**config.mk**
```make
export PLATFORM = sky130hd
export DESIGN_NAME = sclt_irq_tree
export DESIGN_NICKNAME = d
export VERILOG_FILES = /design/src/core/sclt_irq_tree.v /design/src/core/sclt_onesec.v
export VERILOG_INCLUDE_DIRS = /design/src /design/src/inc
export SDC_FILE = /design/constraint.sdc
export NUM_CORES = 2
export LEC_CHECK = 0
export CAP_MARGIN = 20
export CORE_MARGIN = 1.5
export CORE_UTILIZATION = 40
export CTS_BUF_LIST = sky130_fd_sc_hd__clkbuf_8 sky130_fd_sc_hd__clkbuf_16
export DETAILED_ROUTE_END_ITERATION = 8
export DONT_BUFFER_PORTS = 1
export PLACE_DENSITY = 0.51
export SETUP_SLACK_MARGIN = 0.3
export SYNTH_ARGS = -nofsm -noshare
export SYNTH_HDL_FRONTEND = slang
export SYNTH_SLANG_ARGS = --single-unit
```
**constraint.sdc**
```tcl
create_clock -name MCLK -period 3.15 [get_ports MCLK]
set_input_delay 0.63 -clock MCLK [delete_from_list [all_inputs] [get_ports MCLK]]
set_output_delay 0.63 -clock MCLK [all_outputs]
set_load 0.005 [all_outputs]
```
**src/inc/sclt_map.vh**
```
/*
 map of the statistics counter, one-second latch and interrupt tree.
 assumes the 10-bit register address of the 8-bit host bus.
*/
`ifndef SCLT_MAP_VH
`define SCLT_MAP_VH
// ****************************************
// port register offsets (6-bit)
// ****************************************
`define SCLT_OFF_SUM 6'h00
`define SCLT_OFF_SUM_EN 6'h01
`define SCLT_OFF_RX_FLAGS 6'h0D
`define SCLT_OFF_TX_FLAGS 6'h2C
`define SCLT_OFF_RX_EN 6'h30
`define SCLT_OFF_TX_EN 6'h31
`define SCLT_OFF_CNT_LO 6'h32
`define SCLT_OFF_CNT_HI 6'h33
`define SCLT_OFF_STATUS 6'h34
// ****************************************
// device registers (10-bit)
// ****************************************
`define SCLT_ADR_MODE 10'h202
`define SCLT_ADR_DEV_SUM 10'h204
`define SCLT_ADR_DEV_SUM_EN 10'h205
`define SCLT_DEV_SPACE_BIT 9
// ****************************************
// fields
// ****************************************
`define SCLT_MODE_SEC_OUT 0
`define SCLT_MODE_IRQ_EN 3
`define SCLT_MODE_CNT_LAT 4
`define SCLT_MODE_STAT_LAT 5
`define SCLT_SUM_RX 0
`define SCLT_SUM_TX 1
`define SCLT_SUM_EXT 2
`define SCLT_SUM_SEC 3
`define SCLT_DUAL_RX 8'h80
`define SCLT_DUAL_TX 8'h00
// ****************************************
// reset values and counts
// ****************************************
`define SCLT_RST_BYTE 8'h00
`define SCLT_DIV_COUNT 8000
`define SCLT_DIV_W 13
`define SCLT_CNT_W 16
`endif
```
**src/core/sclt_irq_tree.v**
```verilog
/*
 per-port event counters with one-second latching, event flags and the
 three-level interrupt tree behind an 8-bit synchronous register bus.
 assumes RD and WR are one-cycle strobes synchronous to MCLK.
*/
`timescale 1ns/10ps
`default_nettype none
`include "sclt_map.vh"
// Functional notes
// - low-byte read freezes higher bytes to match the count at that time
// - each counter is wide enough for one second of events
// - reading a counter clears it to zero
// - status-latch enable makes status reads return last one-second state
// - counter-latch enable makes counter reads return last latched values
// - on one-second tick with latching, counter moves to latch and clears
// - reading a counter latch clears it
// - pin as output is the 8 kHz reference divided by 8000, mode bit 0
// - pin as input latches status and counters on its rising edge
// - single-event flags set on assertion, dual-event on both edges
// - transmit parity error sets tx flag bit 7, cleared on read
// - delineation loss and recovery set rx flag bit 7, cleared on read
// - each flag has an enable masking it from the next level
// - enabled rx and tx flags OR into the port summary bits
// - enabled port summary bits OR into the device port bit
// - enabled device bits drive the irq pin, gated by mode bit 3
// - summary layout: rx, tx, external, one-second; bits 4-7 reserved
// - reading a flag register returns all its bits to default
// - external and one-second clear on read; rx/tx follow their flags
// - device port bit clears only once port summary is all clear
// - the inverse-multiplexing section adds no interrupt sources
// - every register is 8 bits wide
module sclt_irq_tree #(
  parameter NPORT = 8,
  parameter CNT_W = `SCLT_CNT_W,
  parameter DIV = `SCLT_DIV_COUNT
) (
  input wire MCLK,
  input wire RSTN,
  input wire [9:0] ADDR,
  input wire [7:0] WDATA,
  input wire WR,
  input wire RD,
  output reg [7:0] RDATA,
  input wire [8*NPORT-1:0] RX_STATUS,
  input wire [8*NPORT-1:0] TX_STATUS,
  input wire [NPORT-1:0] EXT_IRQ,
  input wire [NPORT-1:0] CELL_EVT,
  input wire FRAME_REF,
  input wire ONESEC_I,
  output wire ONESEC_O,
  output wire ONESEC_OE,
  output reg HOST_IRQ_N
);
  // ****************************************
  // decode helpers
  // ****************************************
  function port_hit;
    input [9:0] a;
    input [2:0] p;
    begin
      port_hit = !a[`SCLT_DEV_SPACE_BIT] && (a[8:6] == p);
    end
  endfunction

  // one register of one port; every per-port strobe goes through here
  function port_reg;
    input [9:0] a;
    input [2:0] p;
    input [5:0] o;
    begin
      port_reg = port_hit(a, p) && (a[5:0] == o);
    end
  endfunction

  wire [5:0] off = ADDR[5:0];
  wire [2:0] pidx = ADDR[8:6];
  wire [5:0] base = {pidx, 3'b000};

  // ****************************************
  // device mode and device summary enables
  // ****************************************
  reg [7:0] mode_q;
  reg [7:0] dev_en_q;
  wire tick;
  wire cnt_lat = mode_q[`SCLT_MODE_CNT_LAT];
  wire stat_lat = mode_q[`SCLT_MODE_STAT_LAT];

  always @(posedge MCLK or negedge RSTN) begin
    if (!RSTN) begin
      mode_q <= `SCLT_RST_BYTE;
      dev_en_q <= `SCLT_RST_BYTE;
    end else begin
      if (WR && ADDR == `SCLT_ADR_MODE) begin
        mode_q <= WDATA;
      end
      if (WR && ADDR == `SCLT_ADR_DEV_SUM_EN) begin
        dev_en_q <= WDATA;
      end
    end
  end

  sclt_onesec #(
    .DIV(DIV)
  ) u_onesec (
    .clk(MCLK),
    .rst_n(RSTN),
    .sec_out_mode(mode_q[`SCLT_MODE_SEC_OUT]),
    .ref_in(FRAME_REF),
    .pin_in(ONESEC_I),
    .tick_q(tick),
    .pin_o_q(ONESEC_O),
    .pin_oe_q(ONESEC_OE)
  );

  // ****************************************
  // per-port flags, counters and summaries
  // ****************************************
  // the inverse-multiplexing block has no input into this tree
  wire [8*NPORT-1:0] sum_flat;
  wire [8*NPORT-1:0] sum_en_flat;
  wire [8*NPORT-1:0] rx_flag_flat;
  wire [8*NPORT-1:0] tx_flag_flat;
  wire [8*NPORT-1:0] rx_en_flat;
  wire [8*NPORT-1:0] tx_en_flat;
  wire [8*NPORT-1:0] cnt_lo_flat;
  wire [8*NPORT-1:0] cnt_hi_flat;
  wire [8*NPORT-1:0] stat_flat;
  wire [NPORT-1:0] port_bits;

  genvar i;
  generate
    for (i = 0; i < NPORT; i = i + 1) begin : g_port
      localparam [2:0] PI = i;
      reg [7:0] rx_prev_q;
      reg [7:0] tx_prev_q;
      reg ext_prev_q;
      reg [7:0] rx_flag_q;
      reg [7:0] tx_flag_q;
      reg [7:0] rx_en_q;
      reg [7:0] tx_en_q;
      reg [7:0] sum_en_q;
      reg ext_flag_q;
      reg sec_flag_q;
      // wraps rather than saturates; sized for one second of cells
      reg [CNT_W-1:0] cnt_q;
      reg [CNT_W-1:0] lat_q;
      reg [7:0] hold_q;
      reg [7:0] stat_q;
      reg [CNT_W-1:0] cnt_d;
      reg [CNT_W-1:0] lat_d;
      reg [7:0] hold_d;
      reg [7:0] stat_d;
      wire [7:0] rx_now = RX_STATUS[8*i +: 8];
      wire [7:0] tx_now = TX_STATUS[8*i +: 8];
      // read strobes carry the clear-on-read side effects
      wire rd_sum = RD && port_reg(ADDR, PI, `SCLT_OFF_SUM);
      wire rd_rx = RD && port_reg(ADDR, PI, `SCLT_OFF_RX_FLAGS);
      wire rd_tx = RD && port_reg(ADDR, PI, `SCLT_OFF_TX_FLAGS);
      wire rd_lo = RD && port_reg(ADDR, PI, `SCLT_OFF_CNT_LO);
      // enables are plain read-write; only the flags and the counters clear on read
      wire wr_rx_en = WR && port_reg(ADDR, PI, `SCLT_OFF_RX_EN);
      wire wr_tx_en = WR && port_reg(ADDR, PI, `SCLT_OFF_TX_EN);
      wire wr_sum_en = WR && port_reg(ADDR, PI, `SCLT_OFF_SUM_EN);
      // rising edges always count, falling ones only on dual bits
      wire [7:0] rx_set = (rx_now & ~rx_prev_q) |
                          ((rx_now ^ rx_prev_q) & `SCLT_DUAL_RX);
      wire [7:0] tx_set = (tx_now & ~tx_prev_q) |
                          ((tx_now ^ tx_prev_q) & `SCLT_DUAL_TX);
      wire ext_set = EXT_IRQ[i] & ~ext_prev_q;
      wire [CNT_W-1:0] evt = {{(CNT_W-1){1'b0}}, CELL_EVT[i]};
      wire [7:0] sum_vec;

      // edge history for the event detectors
      always @(posedge MCLK or negedge RSTN) begin
        if (!RSTN) begin
          rx_prev_q <= `SCLT_RST_BYTE;
          tx_prev_q <= `SCLT_RST_BYTE;
          ext_prev_q <= 1'b0;
        end else begin
          rx_prev_q <= rx_now;
          tx_prev_q <= tx_now;
          ext_prev_q <= EXT_IRQ[i];
        end
      end

      always @(posedge MCLK or negedge RSTN) begin
        if (!RSTN) begin
          rx_flag_q <= `SCLT_RST_BYTE;
          tx_flag_q <= `SCLT_RST_BYTE;
          ext_flag_q <= 1'b0;
          sec_flag_q <= 1'b0;
        end else begin
          // whole register clears on read; a new event still wins
          rx_flag_q <= (rd_rx ? `SCLT_RST_BYTE : rx_flag_q) | rx_set;
          tx_flag_q <= (rd_tx ? `SCLT_RST_BYTE : tx_flag_q) | tx_set;
          ext_flag_q <= (ext_flag_q & ~rd_sum) | ext_set;
          sec_flag_q <= (sec_flag_q & ~rd_sum) | tick;
        end
      end

      // enable masks, written by the host only
      always @(posedge MCLK or negedge RSTN) begin
        if (!RSTN) begin
          rx_en_q <= `SCLT_RST_BYTE;
          tx_en_q <= `SCLT_RST_BYTE;
          sum_en_q <= `SCLT_RST_BYTE;
        end else begin
          if (wr_rx_en) begin
            rx_en_q <= WDATA;
          end
          if (wr_tx_en) begin
            tx_en_q <= WDATA;
          end
          if (wr_sum_en) begin
            sum_en_q <= WDATA;
          end
        end
      end

      // counter, latch and high-byte hold: next values
      always @* begin
        cnt_d = cnt_q + evt;
        lat_d = lat_q;
        hold_d = hold_q;
        stat_d = stat_q;
        if (tick && cnt_lat) begin
          // move and clear in one step; an event this cycle is kept
          lat_d = cnt_q;
          cnt_d = evt;
        end else if (rd_lo && cnt_lat) begin
          lat_d = {CNT_W{1'b0}};
        end else if (rd_lo) begin
          cnt_d = evt;
        end
        if (rd_lo) begin
          // freeze the high byte at the instant of the low read
          hold_d = cnt_lat ? lat_q[CNT_W-1:8] : cnt_q[CNT_W-1:8];
        end
        if (tick) begin
          stat_d = rx_now;
        end
      end

      always @(posedge MCLK or negedge RSTN) begin
        if (!RSTN) begin
          cnt_q <= {CNT_W{1'b0}};
          lat_q <= {CNT_W{1'b0}};
          hold_q <= `SCLT_RST_BYTE;
          stat_q <= `SCLT_RST_BYTE;
        end else begin
          cnt_q <= cnt_d;
          lat_q <= lat_d;
          hold_q <= hold_d;
          stat_q <= stat_d;
        end
      end

      // enabled flags collapse into the summary bits
      assign sum_vec[`SCLT_SUM_RX] = |(rx_flag_q & rx_en_q);
      assign sum_vec[`SCLT_SUM_TX] = |(tx_flag_q & tx_en_q);
      assign sum_vec[`SCLT_SUM_EXT] = ext_flag_q;
      assign sum_vec[`SCLT_SUM_SEC] = sec_flag_q;
      assign sum_vec[7:4] = 4'h0;
      // live OR, so the port bit drops only when its summary is clear
      assign port_bits[i] = |(sum_vec & sum_en_q);

      assign sum_flat[8*i +: 8] = sum_vec;
      assign sum_en_flat[8*i +: 8] = sum_en_q;
      assign rx_flag_flat[8*i +: 8] = rx_flag_q;
      assign tx_flag_flat[8*i +: 8] = tx_flag_q;
      assign rx_en_flat[8*i +: 8] = rx_en_q;
      assign tx_en_flat[8*i +: 8] = tx_en_q;
      assign cnt_lo_flat[8*i +: 8] = cnt_lat ? lat_q[7:0] : cnt_q[7:0];
      // high byte only meaningful after the low byte was read
      assign cnt_hi_flat[8*i +: 8] = hold_q;
      assign stat_flat[8*i +: 8] = stat_lat ? stat_q : rx_now;
    end
  endgenerate

  // ****************************************
  // device summary and host interrupt pin
  // ****************************************
  // the 3-bit port field limits the tree to eight ports
  wire [7:0] dev_sum;

  generate
    if (NPORT < 8) begin : g_dev_pad
      assign dev_sum = {{(8-NPORT){1'b0}}, port_bits};
    end else begin : g_dev_full
      assign dev_sum = port_bits[7:0];
    end
  endgenerate

  always @(posedge MCLK or negedge RSTN) begin
    if (!RSTN) begin
      HOST_IRQ_N <= 1'b1;
    end else begin
      // registered so the pin is glitch-free; costs one clock of delay
      HOST_IRQ_N <= ~(mode_q[`SCLT_MODE_IRQ_EN] &
                      (|(dev_sum & dev_en_q)));
    end
  end

  // ****************************************
  // read path
  // ****************************************
  reg [7:0] rd_d;

  always @* begin
    rd_d = `SCLT_RST_BYTE;
    if (ADDR[`SCLT_DEV_SPACE_BIT]) begin
      case (ADDR)
        `SCLT_ADR_MODE: rd_d = mode_q;
        `SCLT_ADR_DEV_SUM: rd_d = dev_sum;
        `SCLT_ADR_DEV_SUM_EN: rd_d = dev_en_q;
        default: rd_d = `SCLT_RST_BYTE;
      endcase
    end else begin
      case (off)
        `SCLT_OFF_SUM: rd_d = sum_flat[base +: 8];
        `SCLT_OFF_SUM_EN: rd_d = sum_en_flat[base +: 8];
        `SCLT_OFF_RX_FLAGS: rd_d = rx_flag_flat[base +: 8];
        `SCLT_OFF_TX_FLAGS: rd_d = tx_flag_flat[base +: 8];
        `SCLT_OFF_RX_EN: rd_d = rx_en_flat[base +: 8];
        `SCLT_OFF_TX_EN: rd_d = tx_en_flat[base +: 8];
        `SCLT_OFF_CNT_LO: rd_d = cnt_lo_flat[base +: 8];
        `SCLT_OFF_CNT_HI: rd_d = cnt_hi_flat[base +: 8];
        `SCLT_OFF_STATUS: rd_d = stat_flat[base +: 8];
        default: rd_d = `SCLT_RST_BYTE;
      endcase
    end
  end

  // all registers are one byte; data holds until the next read
  always @(posedge MCLK or negedge RSTN) begin
    if (!RSTN) begin
      RDATA <= `SCLT_RST_BYTE;
    end else if (RD) begin
      RDATA <= rd_d;
    end
  end
endmodule // sclt_irq_tree
`default_nettype wire

```
**src/core/sclt_onesec.v**
```verilog
/*
 one-second tick source: divides the 8 kHz reference or detects the
 rising edge of the one-second pin. assumes both inputs are synchronous
 to the register clock.
*/
`timescale 1ns/10ps
`default_nettype none
`include "sclt_map.vh"
module sclt_onesec #(
  parameter DIV = `SCLT_DIV_COUNT
) (
  input wire clk,
  input wire rst_n,
  input wire sec_out_mode,
  input wire ref_in,
  input wire pin_in,
  output reg tick_q,
  output reg pin_o_q,
  output reg pin_oe_q
);
  // ****************************************
  // edge detection and divider
  // ****************************************
  reg ref_prev_q;
  reg pin_prev_q;
  reg [`SCLT_DIV_W-1:0] div_q;
  wire ref_rise = ref_in & ~ref_prev_q;
  wire pin_rise = pin_in & ~pin_prev_q;
  wire wrap = ref_rise && (div_q == DIV - 1);
  always @(posedge clk or negedge rst_n) begin
    if (!rst_n) begin
      ref_prev_q <= 1'b0;
      pin_prev_q <= 1'b0;
      div_q <= {`SCLT_DIV_W{1'b0}};
      tick_q <= 1'b0;
      pin_o_q <= 1'b0;
      pin_oe_q <= 1'b0;
    end else begin
      ref_prev_q <= ref_in;
      pin_prev_q <= pin_in;
      pin_oe_q <= sec_out_mode;
      if (wrap) begin
        div_q <= {`SCLT_DIV_W{1'b0}};
      end else if (ref_rise) begin
        div_q <= div_q + 1'b1;
      end
      // output mode: one clock high per 8000 reference edges
      pin_o_q <= sec_out_mode & wrap;
      // input mode: latch on the pin's rising edge
      tick_q <= sec_out_mode ? wrap : pin_rise;
    end
  end
endmodule // sclt_onesec
`default_nettype wire

```
==> metrics.md <==
| Metric | Value |
|---|---|
| Global Route Usage Sum | `29.8%` |
| Unrepaired setup endpoints after global routing | `yes` |
| Std-Cell Rows | `116` |
| Placed inst area | `0.0425 mm^2` |
| Area of the placeable core | `0.0997 mm^2` |
| Post-route worst setup slack | `0.365 ns` |
| Clock network latency to the later pin of the worst-skew pair | `0.71 ns` |
| Wire length of the first global-routing pass | `222,000 um` |
| Fraction of registers with async set or reset after synthesis | `100%` |
| Post-synthesis cell count | `3,516` |
| Routed length per placed instance | `29.7 um` |
| Y dimension of the die | `320 um` |
| Remaining routing DRC violations | `0` |
| Fraction of layout cells with a size suffix above 1 | `18.9%` |
| Number of buffers and inverters on the critical path | `2` |
| Total detailed-routing wirelength | `153,000 um` |
| Type of the worst min-delay path | `primary input to register` |
| Share of the synthesized area in the top cell type | `56.0%` |
| Number of nets in the layout | `3,957` |
| Actual transition at the worst max-transition pin | `1.34 ns` |
| CP Max Fanout | `27` |
| Maximum clock path buffer count | `3` |
| I/O Pins | `179` |
| Crit-path leading delay family | `compound AO/OA/AOI/OAI gates` |
| Chip width | `320 um` |
| Gp weighted congestion | `0.980` |
| CP Capture Type | `register` |
| DRT Pass-1 Iters | `8` |
| Count of buffers from port buffering | `0` |
| EDFF count, synth | `0` |
| Crit Path Category | `register to register` |
| Layout overhead on the synthesized area | `18.7%` |
| Via count | `30,500` |
| Synth Flop Type | `dfrtp_1` |
| Run status | `completed` |
| Setup Fix Bufs, Post-CTS | `0` |
| Die outline area | `0.102 mm^2` |
| Initial core utilization | `40.2%` |
| Fraction of the cycle the final worst path needs | `88.4%` |
| Number of nets produced by synthesis | `3,701` |
| Worst Setup Start Kind | `register` |
| Worst-path cell with the longest stage delay | `mux2i_1` |
| Share of the yosys chip area belonging to registers | `56.1%` |
| Max IR drop VDD | `0.448 mV` |
| Netlist cell types | `87` |
| Minimum setup slack after placement | `-0.370 ns` |
| Detailed placement HPWL | `108,000 um` |
| Final hold violation count | `0` |
| Post-Layout Inst Area | `0.0476 mm^2` |
| Arrival time at the worst endpoint | `3.35 ns` |
| Drt initial violations | `2,932` |
| Avg Synthesized Cell Area | `11.4 um^2` |
| Number of antenna violations at the first check in global routing | `4` |
| H-tree depth | `3` |
| # clock sinks | `899` |
| Skew final | `0.0313 ns` |
| Finish-stage setup viols | `0` |
| Via-per-instance ratio | `5.92` |
| Power density over cell area | `586 mW/mm^2` |
| Max-slew headroom | `10.6%` |
| Maximum clock frequency | `359 MHz` |
| Seq cells post-synth | `899` |
| Via count of the first global-routing pass | `30,400` |
| Cells traversed along the worst timing path | `buf_12, buf_12, mux2i_1, o22ai_1, a221o_1, nor3_1, o41ai_1, nand4_1, o311ai_1` |
| Synthesis warning total | `0` |
| Top cell by count, worst path | `buf_12` |
| Max stage delay on crit path | `0.46 ns` |
| Top cell type by total area after synthesis | `dfrtp_1` |
| Final Max Tran Viols | `0` |
| Data required time at the worst endpoint | `3.72 ns` |
| Inserted Clock Buffers | `101` |
| Pin count of the biggest net entering global routing | `900` |
| Clock-pin slew on the worst setup and hold paths | `0.06 ns` |
| Remaining global-route overflow | `0` |
| Clock tree from TritonCTS | `done` |
| LEAKAGE | `0.0215 uW` |
| Final Critical Period | `2.79 ns` |
| Cell Area, Synth | `0.0401 mm^2` |
| Max-cap check violation count | `0` |
| Main area contributors after synthesis | `dfrtp_1 (56%), mux2_2 (9.0%), mux2i_1 (3.9%)` |
| Antenna-violating nets left | `0` |
| Clock Tree Root | `clkbuf_16` |
cell families after synthesis:
logic type	count (synthesis)	synth area share, %
AND/OR/NAND/NOR	908	10.5
flip-flops	899	56.1
AO/OA/AOI/OAI	746	13.4
multiplexers	481	13.0
buffers and inverters	338	3.69
XOR/XNOR	127	2.77
adder cells (fa/ha/maj)	17	0.530
layer usage:
metal	routed length (um)	vias to the layer above	global-route usage, %	share of wire (%)
met3	13200	260	8.10	8.6
met5	14	-	0	0.0091
met2	65500	1181	43.4	43
met4	4960	2	8.66	3.2
met1	69600	15900	43.3	45
li1	-	13200	-	-
layout make-up:
type                       count  area, um^2
antenna                        1        2.50
clock buffer                 127        2940
clock inverter                56         464
fill                        8980       52100
inverter                     161         604
multi-input combinational   2279       16300
sequential                   899       22500
tap                         1298        1620
timing repair buffer         330        3210
layout by cell type (no fill, tap or decap), types with 22 or more instances in the layout:
cell and instances:
a21oi_1 52, buf_12 22, clkbuf_16 107, dlygate4sd3_1 139
xor2_1 74, nor3_1 29, dfrtp_1 895, inv_1 185
buf_4 160, o2bb2ai_1 26, mux2_2 320, xnor2_1 53
a22oi_1 148, nand3_1 119, mux2i_1 152, a221oi_1 28
nor2_1 236, and3_1 58, a22o_1 143, nand2_1 330
nand4_1 52, o21ai_0 179
state kept, by name, indices dropped and copies added (netlist names), 8 cells and up:
signal	flops
g_port.sec_flag_q	8
u_onesec.div_q	13
g_port.rx_flag_q	64
g_port.tx_prev_q	64
g_port.stat_q	64
g_port.ext_prev_q	8
g_port.hold_q	64
g_port.rx_en_q	64
g_port.cnt_q	128
g_port.ext_flag_q	8
g_port.lat_q	128
mode_q	8
g_port.sum_en_q	64
g_port.tx_en_q	64
dev_en_q	8
RDATA	8
g_port.tx_flag_q	64
g_port.rx_prev_q	64
synth_stat cells, types with 6 or more instances:
cell type	n
buf_4	16
a31oi_1	12
xor2_1	74
a221oi_1	28
xnor2_1	53
nand2_1	330
a22oi_1	148
o31ai_1	9
ha_1	17
o21ai_1	12
nor2_1	238
a21o_1	9
a222oi_1	11
and3_1	58
o22ai_1	10
nor3_1	29
nand2b_1	12
o2111ai_1	9
or3_1	6
nand4_1	52
a221o_1	8
o211ai_1	7
o21ai_0	180
mux2i_1	156
dfrtp_1	898
mux2_2	320
nor4_1	9
a41oi_1	7
a211oi_1	13
a22o_1	143
a21oi_1	52
buf_2	75
clkbuf_1	73
buf_6	8
and2_1	16
inv_1	158
o2bb2ai_1	26
a2111oi_0	22
nand3_1	119
metrics by stage:
stage          utilization [%]  hold slack [ns]  power (uW)  cells  setup TNS, ns
2_1_floorplan                -            0.334       14300   3516              0
3_3_place_gp              42.6            0.363       15500   4815         -0.611
3_5_place_dp              42.6            0.368       15600   4816         -0.370
4_1_cts                   47.5           -0.377       27800   5137              0
5_1_grt                   47.8           0.0372       28900   5150              0
6_report                  47.8           0.0548       27900   5151              0
report_power, final:
| group | internal [uW] | leakage [uW] | switching [uW] |
|---|---|---|---|
| clock network | 7120 | 0.00179 | 4910 |
| registers | 12200 | 0.0112 | 773 |
| logic | 1200 | 0.00856 | 1670 |
worst reg2reg max path, cell delays in order (launching register included):
cell	delay, ns
dfrtp_4	0.44
buf_12	0.19
buf_12	0.27
mux2i_1	0.48
o22ai_1	0.27
a221o_1	0.37
nor3_1	0.32
o41ai_1	0.13
nand4_1	0.09
o311ai_1	0.10
timing repair:
action                                  in CTS  in global routing
hold buffers                               138                  2
endpoints found under the hold margin     1037                 34
resized for setup                           11                 19
endpoints found under the setup margin       4                183
cloned                                       0                  1
final timing paths:
kind	start	endpoint	cells after the start	slack [ns]
max	mode_q[4]	RDATA[0]	9	0.36
min	RX_STATUS[15]	g_port[1].rx_flag_q[7]	2	0.05
max reg2reg	mode_q[4]	RDATA[0]	9	0.36
min reg2reg	g_port[1].tx_prev_q[3]	g_port[1].tx_flag_q[3]	1	0.40
max in group asynchronous	RSTN	g_port[1].cnt_q[10]	3	0.78
min in group asynchronous	RSTN	g_port[3].hold_q[5]	1	0.09
Power figures use the tool's default switching activity.
